[src/include/cw_test_pkg.sv]
/*
 * Package for the continuous transmit test block: register offsets, field
 * layouts, reset values, modes, states and carrier structs.
 * Assumes a 250 MHz single clock and an Avalon-MM register slave.
 */
package cont_tx_pkg;

	// register byte addresses (one aligned 32-bit word each, except the buffer: one octet per byte address from 0x80)
	localparam logic [7:0] ADDR_STATE_CMD   = 8'h08; // index 0x02
	localparam logic [7:0] ADDR_MODE        = 8'h00;
	localparam logic [7:0] ADDR_STATUS      = 8'h04;
	localparam logic [7:0] ADDR_BUF_BASE    = 8'h80;
	localparam logic [7:0] ADDR_BUF_MASK    = 8'h80;

	// command field in the state/command register, low five bits
	localparam int         CMD_LSB          = 0;
	localparam int         CMD_W            = 5;
	localparam logic [4:0] CMD_NOP          = 5'h00;
	localparam logic [4:0] CMD_TX_START     = 5'h02;
	localparam logic [4:0] CMD_RADIO_OFF    = 5'h08;
	localparam logic [4:0] CMD_SYNTH_ON     = 5'h09;

	// mode register fields
	localparam int         MODE_SEL_BIT     = 0;
	localparam int         TONE_SEL_LSB     = 1;
	localparam logic [1:0] TONE_MINUS_2M    = 2'h0;
	localparam logic [1:0] TONE_PLUS_HALF   = 2'h1;
	localparam logic [1:0] TONE_MINUS_HALF  = 2'h2;

	// transceiver state codes seen in the status register
	localparam logic [4:0] ST_CODE_OFF      = 5'h08;
	localparam logic [4:0] ST_CODE_SYNTH    = 5'h09;
	localparam logic [4:0] ST_CODE_TX       = 5'h02;

	// reset value and length limit
	localparam logic [2:0] MODE_RST         = 3'h0;
	localparam logic [7:0] LEN_MAX          = 8'h7F;

	// sizes
	localparam int         BUF_DEPTH        = 128;
	localparam int         BUF_AW           = 7;
	localparam int         FIFO_W           = 8;
	localparam int         FIFO_D           = 16;

	// tone offsets in kHz, signed, as reported on the tone output
	localparam logic signed [11:0] OFS_MINUS_2M   = -12'sd2000;
	localparam logic signed [11:0] OFS_PLUS_HALF  = 12'sd500;
	localparam logic signed [11:0] OFS_MINUS_HALF = -12'sd500;

	typedef enum logic [1:0] {SEL_PSEUDO, SEL_TONE} tx_sel_e;

	typedef enum {
		RADIO_OFF,
		SYNTH_ON,
		EMITTING
	} radio_state_e;

	// radio front-end control bundle
	typedef struct packed {
		logic       tone_on;
		logic signed [11:0] offset_khz;
		logic       carrier_on;
	} rf_ctrl_s;

endpackage

[src/rtl/octet_fifo.sv]
/*
 * Synchronous FIFO, width and depth as parameters, valid/ready both sides,
 * and the frame buffer store with its registered read port.
 * Assumes one clock, synchronous active-high reset and a clock enable.
 */
module octet_fifo
	import cont_tx_pkg::*;
#(
	parameter int WIDTH = 8,
	parameter int DEPTH = 16
)
(
	// clock and reset
	input  wire logic             mclk_i,
	input  wire logic             sys_rst_i,
	input  wire logic             clk_en_i,
	input  wire logic             flush_i,
	// fill side
	input  wire logic             in_valid_i,
	output logic                  in_ready_o,
	input  wire logic [WIDTH-1:0] in_data_i,
	// drain side
	output logic                  out_valid_o,
	input  wire logic             out_ready_i,
	output logic      [WIDTH-1:0] out_data_o
);
	localparam int AW = $clog2(DEPTH);

	logic [WIDTH-1:0] mem_r [DEPTH];
	logic [AW-1:0]    wr_ptr_r;
	logic [AW-1:0]    rd_ptr_r;
	logic [AW:0]      count_r;
	logic             push;
	logic             pop;

	assign in_ready_o  = (count_r != (AW+1)'(DEPTH));
	assign out_valid_o = (count_r != '0);
	assign out_data_o  = mem_r[rd_ptr_r];
	assign push        = in_valid_i && in_ready_o;
	assign pop         = out_valid_o && out_ready_i;

	always_ff @(posedge mclk_i)
	begin
		if (clk_en_i && push)
			mem_r[wr_ptr_r] <= in_data_i;
	end

	always_ff @(posedge mclk_i)
	begin
		if (sys_rst_i || (clk_en_i && flush_i))
		begin
			wr_ptr_r <= '0;
			rd_ptr_r <= '0;
			count_r  <= '0;
		end
		else if (clk_en_i)
		begin
			if (push)
				wr_ptr_r <= (wr_ptr_r == AW'(DEPTH-1)) ? '0 : wr_ptr_r + 1'b1;
			if (pop)
				rd_ptr_r <= (rd_ptr_r == AW'(DEPTH-1)) ? '0 : rd_ptr_r + 1'b1;
			if (push && !pop)
				count_r <= count_r + 1'b1;
			else if (pop && !push)
				count_r <= count_r - 1'b1;
		end
	end

	// fill/drain bookkeeping must never exceed the depth
	property p_fifo_bound;
		@(posedge mclk_i) disable iff (sys_rst_i)
		count_r <= (AW+1)'(DEPTH);
	endproperty
	a_fifo_bound: assert property (p_fifo_bound)
		else $error("fifo count above depth");

endmodule


[config.mk]
export PLATFORM = sky130hd
export DESIGN_NAME = octet_fifo
export DESIGN_NICKNAME = d
export VERILOG_FILES = /design/src/include/cw_test_pkg.sv /design/src/rtl/octet_fifo.sv
export SDC_FILE = /design/constraint.sdc
export NUM_CORES = 1
export LEC_CHECK = 0
export ABC_CLOCK_PERIOD_IN_PS = 6090
export BUFFER_PORTS_ARGS = -buffer_cell sky130_fd_sc_hd__buf_4
export CORE_ASPECT_RATIO = 0.7
export CORE_MARGIN = 2
export CORE_UTILIZATION = 45
export DETAILED_ROUTE_END_ITERATION = 10
export GPL_ROUTABILITY_DRIVEN = 0
export GPL_TIMING_DRIVEN = 0
export SKIP_LAST_GASP = 1
export SYNTH_ARGS = -nofsm -noshare
export SYNTH_HDL_FRONTEND = slang
export SYNTH_SLANG_ARGS = --single-unit
[constraint.sdc]
create_clock -name mclk_i -period 6.09 [get_ports mclk_i]
set_input_delay 1.5225 -clock mclk_i [delete_from_list [all_inputs] [get_ports mclk_i]]
set_output_delay 1.5225 -clock mclk_i [all_outputs]
set_load 0.01 [all_outputs]
Word-level counts from Yosys, hierarchy flattened --
Memories as Yosys holds them, arrays and structs flattened. A register that Yosys moved wholly into a read port is not among the register bits. Cells that the tools add are included.
Word-level totals: flip-flop bits (word level) 13, input bits 14, memory bits (writable) 128, memories kept 1, logic and storage cells 33
Cells by class: reductions and logical operators 14, equal/unequal tests 3, $add $sub $neg 4, mux-type cells 8
Memories:
- mem_r | depth 16, width 8, read ports 1, clocked after memory_dff 1, write ports 1, line octet_fifo.sv:29 | logic [WIDTH-1:0] mem_r [DEPTH];
Operators by type and width (number):
- $mux W4 | 4
- $mux W5 | 2
- $add A4 B1 Y4 const B | 2
- $eq A4 B4 Y1 const B | 2
- $logic_and A1 B1 Y1 | 6
- $reduce_and A2 Y1 | 3
- $add A5 B1 Y5 const B | 1
- $ne A5 B5 Y1 const B | 1
- $reduce_bool A5 Y1 | 1
- $sub A5 B1 Y5 const B | 1
- $logic_not A1 Y1 | 2
- $mux W1 | 2
- $reduce_bool A2 Y1 | 1
- $logic_or A1 B1 Y1 | 1

Logic depth before layout (Yosys ltp) --
Gate-level depths: netlist of run 1.
depth after elaboration 6, mapped depth 10, gate-level depth less buffers 10

Least setup slack after synthesis of run 1 --
Ideal clock, no wire load.
path type input-to-reg, from in in_valid_i, to reg count_r[3], setup slack 2952 ps, cell stages on the path 8, data required time 5968 ps, arrival time 3016 ps, cell sequence a21boi_1 -> ha_1 -> inv_1 -> ha_1 -> a21o_2 -> a21oi_1 -> nor4_1 -> a311o_1
On the way: word-level cells in the longest chain between the ends 5
RTL lines:
- start, declared | line octet_fifo.sv:19 | input wire logic in_valid_i,
- $logic_and A1 B1 Y1 * | line octet_fifo.sv:39 | assign push = in_valid_i && in_ready_o;
- $logic_not A1 Y1 | line octet_fifo.sv:64 | else if (pop && !push)
- $logic_and A1 B1 Y1 | line octet_fifo.sv:64
- $reduce_bool A2 Y1 (no source line)
- $reduce_and A2 Y1 (no source line)
- end signal, assigned | line octet_fifo.sv:63 | count_r <= count_r + 1'b1;
- end signal, assigned | line octet_fifo.sv:65 | count_r <= count_r - 1'b1;
- end signal, assigned | line octet_fifo.sv:72 | count_r <= (AW+1)'(DEPTH);
- end, declared | line octet_fifo.sv:32 | logic [AW:0] count_r;
Mark *: on every way between the ends. The rest lies on a longest branch, timed or not. A chain may end at the register's enable or synchronous reset.

==> summary.md, run 1 <==
Route
• total length of routed wires: 11.79 mm
• Post-route DRC: 0
• vias per cell: 5.698
• total via count after detailed routing: 3037
• final routed wire length divided by cell count: 22.12 microns
• number of DRC violations after detailed-routing iteration 0: 262
• drt pass-1 iters: 5
• antenna-violating nets left: 0

Synth
• cell area after synthesis: 0.005796 sq mm
• Synthesis Warnings: 0
• proportion of synthesized flip-flops having asynchronous set or reset: 0
• post-synthesis cell count: 317
• share of synthesized area occupied by flip-flops and latches: 0.7219
• average footprint of a synthesized cell: 18.28 sq um
• number of storage elements in the synthesis netlist: 145
• Netlist cell types: 41
• dominant synthesized flop cell: edfxtp_1
• count of flip-flops with a built-in enable after synthesis: 128
• Mapped Nets: 341

Die
• Die Y: 98.95 microns
• I/O pin cnt: 24
• Die Outline Area: 0.01382 sq mm
• width of the die: 139.6 microns
• count of standard-cell rows: 34
• starting density of the core: 0.4634
• core area: 0.01251 sq mm

Setup path
• end of the worst register-to-register path: count_r[3]
• CP peak stage delay: 530 ps
• largest delay contributor family on the critical path: buffers and inverters
• kind of start point of the critical path: flip-flop
• Worst Path Arrival: 2470 ps
• reg2reg path depth: 9
• class of the most critical setup path: flip-flop to output port
• buffer and inverter count on the worst path: 2
• CP max-delay cell: buf_1
• element type at the critical path end: output port
• Reg2Reg Setup Slack: 3390 ps
• Data required, critical path: 4570 ps
• cell breakdown of the critical path: buf_1 > mux4_2 > a22oi_1 > nand2_1 > buf_4
• reg-to-reg critical path startpoint: count_r[0]
• Worst Path Max Fanout: 10

Global routing
• via count of the first global-routing pass: 2906
• total gr overflow: 0
• antenna violations before repair: 0
• first-pass GRT wire length: 17.59 mm
• largest net degree at the start of global routing: 17
• total track usage: 0.1795

Hold path
• start point of the worst hold path: rd_ptr_r[1]
• count of cells along the worst hold path: 2
• Hold Path Class: flip-flop to flip-flop
• hold path endpoint: rd_ptr_r[1]

Timing
• Hold Violations, Final: 0
• slew of the pin with the lowest slew margin: 1331 ps
• RSZ-0062 raised after global routing: no
• peak clock frequency supported by timing: 250.3 MHz
• share of the cycle needed by the critical path after routing: 0.6560
• fin. max-slew vios: 0
• shortest clock period the worst path allows after layout: 3995 ps
• Setup violations, final: 0
• clock skew after layout: 7.311 ps
• worst setup margin: 2095 ps
• tightest slew margin relative to the limit: 0.1057
• sum of negative setup slack: 0 ps

CTS
• CTS tree: done
• total number of H-tree levels: 4
• total clock sinks: 145
• CTS clock-pin slew for the worst setup and hold paths: 60 ps
• number of resized instances in the post-cts repair step: 0
• clock root cell: clkbuf_16
• maximum buffer depth of the clock tree: 2
• number of buffers inserted for hold repair after clock tree synthesis: 0
• number of setup buffers added after CTS: 0
• Inserted Clock Buffers: 17
• insertion delay of the later-clocked pin in the worst-skew pair: 410 ps

Placed design
• count of input and output buffers: 23
• total half-perimeter wirelength after legalization and detailed placement: 7.877 mm
• Setup Slack @ Placement: 2360 ps

Job
• # Max-Cap Violations: 0

Power
• sequential group share of total power: 0.453
• power per cell area: 359.8 mW/mm^2
• part of the total power dissipated in combinational logic: 0.091
• worst IR drop on VDD: 0.2051 mV
• Switching Share: 0.2174
• leakage component of the power: 2.209 nW
• net switching power figure: 0.5331 mW
• fraction of power consumed by the clock network: 0.455
• Internal Pwr Total: 1.918 mW

Cells and area
• Post-layout nets: 383
• layout overhead on the synthesized area: 17.57%
• share of layout cells above drive strength 1: 0.2615
• utilization after layout: 0.5448
• fillers: 992
• n_diodes: 0

Run status
• run status: complete, no violations

-- routing by layer --
| metal | vias to the layer above | wire length [microns] | global-route usage |
|---|---|---|---|
| met5 | - | 0 | 0 |
| met4 | 0 | 105 | 0.05000 |
| met3 | 11 | 888 | 0.05248 |
| met2 | 91 | 5229 | 0.2538 |
| met1 | 1568 | 5568 | 0.2735 |
| li1 | 1367 | - | - |
-- through the flow --
step | cells | cell area [sq um] | hold slack [ps] | power [mW]
6_report | 533 | 6814 | 512.3 | 2.452
5_1_grt | 533 | 6814 | 561.9 | 2.532
3_3_place_gp | 502 | 6171 | 493.3 | 1.350
2_1_floorplan | 317 | 5796 | 463.3 | 1.271
3_5_place_dp | 502 | 6171 | 496.7 | 1.357
4_1_cts | 533 | 6809 | 511.6 | 2.472
-- flip-flops by register name (all words and copies together), names as in the netlist, named ones only --
signal and cells:
count_r 5, mem_r 128, rd_ptr_r 4, wr_ptr_r 4
-- power groups by stage --
stage               logic [mW]  clock network, mW  registers [mW]
floorplan                0.142                  0            1.13
global placement         0.219                  0            1.13
CTS                      0.225               1.14            1.11
global route             0.248               1.17            1.11
finish                   0.224               1.12            1.11
detailed placement       0.224                  0            1.13
-- synth_stat cells (all sizes together), types with 2 or more instances --
master,count,area share
a211oi,2,0.0026
a21o,2,0.0028
a21oi,8,0.0069
a22oi,16,0.021
a311o,2,0.0035
and2,2,0.0022
and4,2,0.0030
buf,12,0.0089
clkbuf,2,0.0013
dfxtp,17,0.059
edfxtp,128,0.66
ha,9,0.019
inv,5,0.0032
mux4,32,0.12
nand2,19,0.012
nand2b,2,0.0022
nand3,6,0.0052
nor2,18,0.012
nor2b,5,0.0054
nor3,5,0.0052
nor4,2,0.0032
o2111ai,2,0.0060
o211ai,2,0.0035
o21ai,4,0.0035
o31ai,2,0.0026
xnor2,3,0.0045
-- final cells by class --
cell class                      instances  area (sq um)  share of cell area
Multi-Input combinational cell        153          1539              0.2259
Timing Repair Buffer                   23         172.7             0.02534
Inverter                                5         18.77            0.002754
Tap cell                              162         202.7             0.02975
Sequential cell                       145          4184              0.6140
Buffer                                 14         58.81            0.008630
Clock inverter                         14         212.7             0.03122
Clock buffer                           17         425.4             0.06243
-- cells by family (layout without fill, tap and decap cells) --
group / Yosys count / count (layout) / share of synthesized area
flops: 145 / 145 / 0.7219
simple gates: 62 / 62 / 0.05225
compound gates: 44 / 44 / 0.05743
mux: 33 / 33 / 0.1261
buf+inv: 19 / 73 / 0.01339
fa+ha+maj: 10 / 10 / 0.02288
xor+xnor: 4 / 4 / 0.006046
-- worst register-to-register path: cells and delay by family, from the launching register on --
| family | cells | cell delay, ps |
|---|---|---|
| fa+ha+maj | 2 | 520 |
| simple gates | 2 | 570 |
| flops | 1 | 380 |
| buf+inv | 1 | 160 |
| compound gates | 4 | 960 |
-- layout by cell type (no fill, tap or decap), types with 2 or more instances in the layout --
master	instances
clkinv_2	2
ha_1	9
o21ai_0	3
o31ai_1	2
nand3_1	6
nor3_1	3
and4_1	2
dfxtp_1	17
inv_6	2
buf_4	23
nor3_2	2
nor2_1	18
nand2_1	19
buf_1	7
nand2b_1	2
a211oi_1	2
edfxtp_1	128
a22oi_1	16
a311o_1	2
mux4_2	32
clkinvlp_4	3
clkbuf_1	2
nor2b_1	5
and2_1	2
a21oi_1	8
xnor2_1	3
inv_1	5
bufinv_16	5
clkbuf_16	17
buf_2	5
-- worst max path at each step --
stage                from             to  cells past startpoint  slack (ps)
2_1_floorplan  in_valid_i     count_r[3]                      8        2950
3_3_place_gp   in_valid_i    mem_r[1][4]                      4        2390
3_5_place_dp   in_valid_i    mem_r[2][4]                      4        2360
4_1_cts         flip-flop  out_data_o[1]                      6        2110
5_1_grt         flip-flop  out_data_o[7]                      6        1970
6_report        flip-flop  out_data_o[7]                      5        2090
No activity file was read; power rests on OpenSTA's default activity.
==> run 2, diff against run 1 <==
--- a/config.mk
+++ b/config.mk
@@ -5,7 +5,8 @@
 export SDC_FILE = /design/constraint.sdc
 export NUM_CORES = 1
 export LEC_CHECK = 0
-export ABC_CLOCK_PERIOD_IN_PS = 6090
+export ABC_AREA = 1
+export ABC_CLOCK_PERIOD_IN_PS = 4130
 export BUFFER_PORTS_ARGS = -buffer_cell sky130_fd_sc_hd__buf_4
 export CORE_ASPECT_RATIO = 0.7
 export CORE_MARGIN = 2
==> constraint.sdc (replaced) <==
create_clock -name mclk_i -period 4.13 [get_ports mclk_i]
set_input_delay 1.0325 -clock mclk_i [delete_from_list [all_inputs] [get_ports mclk_i]]
set_output_delay 1.0325 -clock mclk_i [all_outputs]
set_load 0.01 [all_outputs]
==> run 2 against run 1 <==
Clock power rose by 50%. Cell area rose by 13%. First-iteration DRC count rose by 73%. Via count rose by 56%. Count of clock-buffer cells in the layout rose by 2. Largest power group unchanged. Flip-flop and latch count did not move.
==> summary.md, run 2 <==
Setup path
• end of the worst register-to-register path: mem_r[0][4]
• worst setup path end: out_data_o[1]
• element type at the critical path end: output port
• kind of start point of the critical path: flip-flop
• most frequent CP cell: nand3_1
• Worst Path Max Fanout: 10
• reg-to-reg critical path startpoint: count_r[0]
• Reg2Reg Setup Slack: 1750 ps
• Data required, critical path: 3100 ps
• reg2reg path depth: 5
• CP peak stage delay: 460 ps
• Worst Path Arrival: 2070 ps
• class of the most critical setup path: flip-flop to output port
• cell breakdown of the critical path: buf_2 > clkbuf_1 > nand3_1 > nand3_1 > nand2_1 > buf_4
• CP max-delay cell: clkbuf_1

Synth
• Synthesis Warnings: 0
• Mapped Nets: 702
• cell area after synthesis: 0.006615 sq mm
• area leader, netlist: edfxtp_1
• cell with the most instances after synthesis: nand2_1
• post-synthesis cell count: 678
• average footprint of a synthesized cell: 9.757 sq um
• count of flip-flops with a built-in enable after synthesis: 128
• ranking of synthesized cells by instance count: nand2_1, edfxtp_1, inv_1
• share of synthesized area occupied by flip-flops and latches: 0.6325
• dominant synthesized flop cell: edfxtp_1
• Netlist cell types: 30
• proportion of synthesized flip-flops having asynchronous set or reset: 0
• top cells by area, synth: edfxtp_1, nand2_1, nand3_1, inv_1, dfxtp_1
• number of storage elements in the synthesis netlist: 145
• top cell type's share of synthesized area: 0.5810

Global routing
• first-pass GRT wire length: 24.60 mm
• total gr overflow: 0
• antenna violations before repair: 0
• via count of the first global-routing pass: 4629
• total track usage: 0.2130
• largest net degree at the start of global routing: 17

Timing
• Hold Violations, Final: 0
• tightest slew margin relative to the limit: 0.07076
• share of the cycle needed by the critical path after routing: 0.7511
• RSZ-0062 raised after global routing: no
• fin. max-slew vios: 0
• sum of negative setup slack: 0 ps
• peak clock frequency supported by timing: 322.4 MHz
• shortest clock period the worst path allows after layout: 3102 ps
• slew of the pin with the lowest slew margin: 1383 ps
• Setup violations, final: 0
• worst setup margin: 1028 ps
• clock skew after layout: 8.094 ps

Die
• Die Y: 105.4 microns
• core area: 0.01454 sq mm
• starting density of the core: 0.4551
• I/O pin cnt: 24
• Die Outline Area: 0.01570 sq mm
• width of the die: 148.9 microns
• count of standard-cell rows: 37

Route
• vias per cell: 5.098
• final routed wire length divided by cell count: 16.87 microns
• drt pass-1 iters: 5
• Post-route DRC: 0
• antenna-violating nets left: 0
• total via count after detailed routing: 4731
• total length of routed wires: 15.65 mm
• number of DRC violations after detailed-routing iteration 0: 452

CTS
• Inserted Clock Buffers: 17
• number of resized instances in the post-cts repair step: 0
• CTS clock-pin slew for the worst setup and hold paths: 60 ps
• number of setup buffers added after CTS: 0
• number of buffers inserted for hold repair after clock tree synthesis: 0
• maximum buffer depth of the clock tree: 2
• CTS tree: done
• total number of H-tree levels: 4
• insertion delay of the later-clocked pin in the worst-skew pair: 410 ps
• total clock sinks: 145
• clock root cell: clkbuf_16

Power
• worst IR drop on VDD: 0.2790 mV
• overall power of the completed layout: 3.793 mW
• leakage component of the power: 3.356 nW
• power per cell area: 491.0 mW/mm^2

Hold path
• Hold Path Class: flip-flop to flip-flop

Cells and area
• Post-layout nets: 744
• Top Registers: mem_r x128, count_r x5
• Post-Layout Cell Count: 928
• most frequent cells in the layout: nand2_1, edfxtp_1, inv_1
• register name with the most flops: mem_r
• layout overhead on the synthesized area: 16.78%
• n_diodes: 0
• commonest non-fill, non-tap cell in the layout: nand2_1
• final non-filler cell area: 0.007725 sq mm
• share of layout cells above drive strength 1: 0.1378
• max FFs per register: 128

Job
• # Max-Cap Violations: 0

Placed design
• count of input and output buffers: 23
• total half-perimeter wirelength after legalization and detailed placement: 10.73 mm
• Setup Slack @ Placement: 1115 ps
• placed cells: 896
• Post-DP Area: 0.007037 sq mm

Run status
• run status: complete, no violations

-- run 2: how the worst min path moves through the flow --
| stage | start | end | slack [ps] | depth (start not counted) |
|---|---|---|---|---|
| global placement | rd_ptr_r[1] | rd_ptr_r[1] | 530 | 4 |
| detailed placement | rd_ptr_r[0] | flip-flop | 560 | 4 |
| global route | rd_ptr_r[3] | rd_ptr_r[3] | 610 | 4 |
| finish | rd_ptr_r[1] | flip-flop | 570 | 4 |
| floorplan | rd_ptr_r[1] | flip-flop | 520 | 4 |
| CTS | rd_ptr_r[0] | flip-flop | 570 | 4 |
-- run 2: kinds of logic after synthesis --
group                    count (synthesis)  synth area share
AND/OR/NAND/NOR                        357            0.2376
buffers and inverters                  152           0.09722
flip-flops                             145            0.6325
AO/OA/AOI/OAI                           12           0.01002
adder cells (fa/ha/maj)                 10           0.02005
XOR/XNOR                                 2          0.002648
-- run 2: critical path: cells and delay by family (launching register included) --
family / cells / cell delay [ps]
buf+inv: 3 / 860
flops: 1 / 300
simple gates: 3 / 500
-- run 2: power breakdown --
| group | switching, mW | total [mW] | internal [mW] |
|---|---|---|---|
| registers | 0.0194 | 1.64 | 1.62 |
| logic | 0.310 | 0.474 | 0.163 |
| clock network | 0.589 | 1.68 | 1.09 |
-- run 2: area by class of cell --
| cell class | count | area (sq um) |
|---|---|---|
| Clock buffer | 19 | 442.9 |
| Timing Repair Buffer | 23 | 172.7 |
| Tap cell | 195 | 244.0 |
| Sequential cell | 145 | 4184 |
| Buffer | 27 | 171.4 |
| Fill cell | 1279 | 6812 |
| Multi-Input combinational cell | 381 | 1828 |
| Clock inverter | 13 | 210.2 |
| Inverter | 125 | 471.7 |
-- run 2: stage by stage --
stage / hold slack, ps / utilization
3_3_place_gp: 534.4 / 0.4837
5_1_grt: 605.3 / 0.5314
6_report: 565.1 / 0.5314
3_5_place_dp: 557.8 / 0.4841
2_1_floorplan: 515.0 / -
4_1_cts: 568.8 / 0.5290
-- run 2: layer usage --
metal	part of all wire	wire length, microns	GRT usage
met2	0.44	6915	0.3259
met3	0.089	1392	0.06753
met5	0	0	0
met1	0.44	6959	0.2894
met4	0.025	386	0.07075
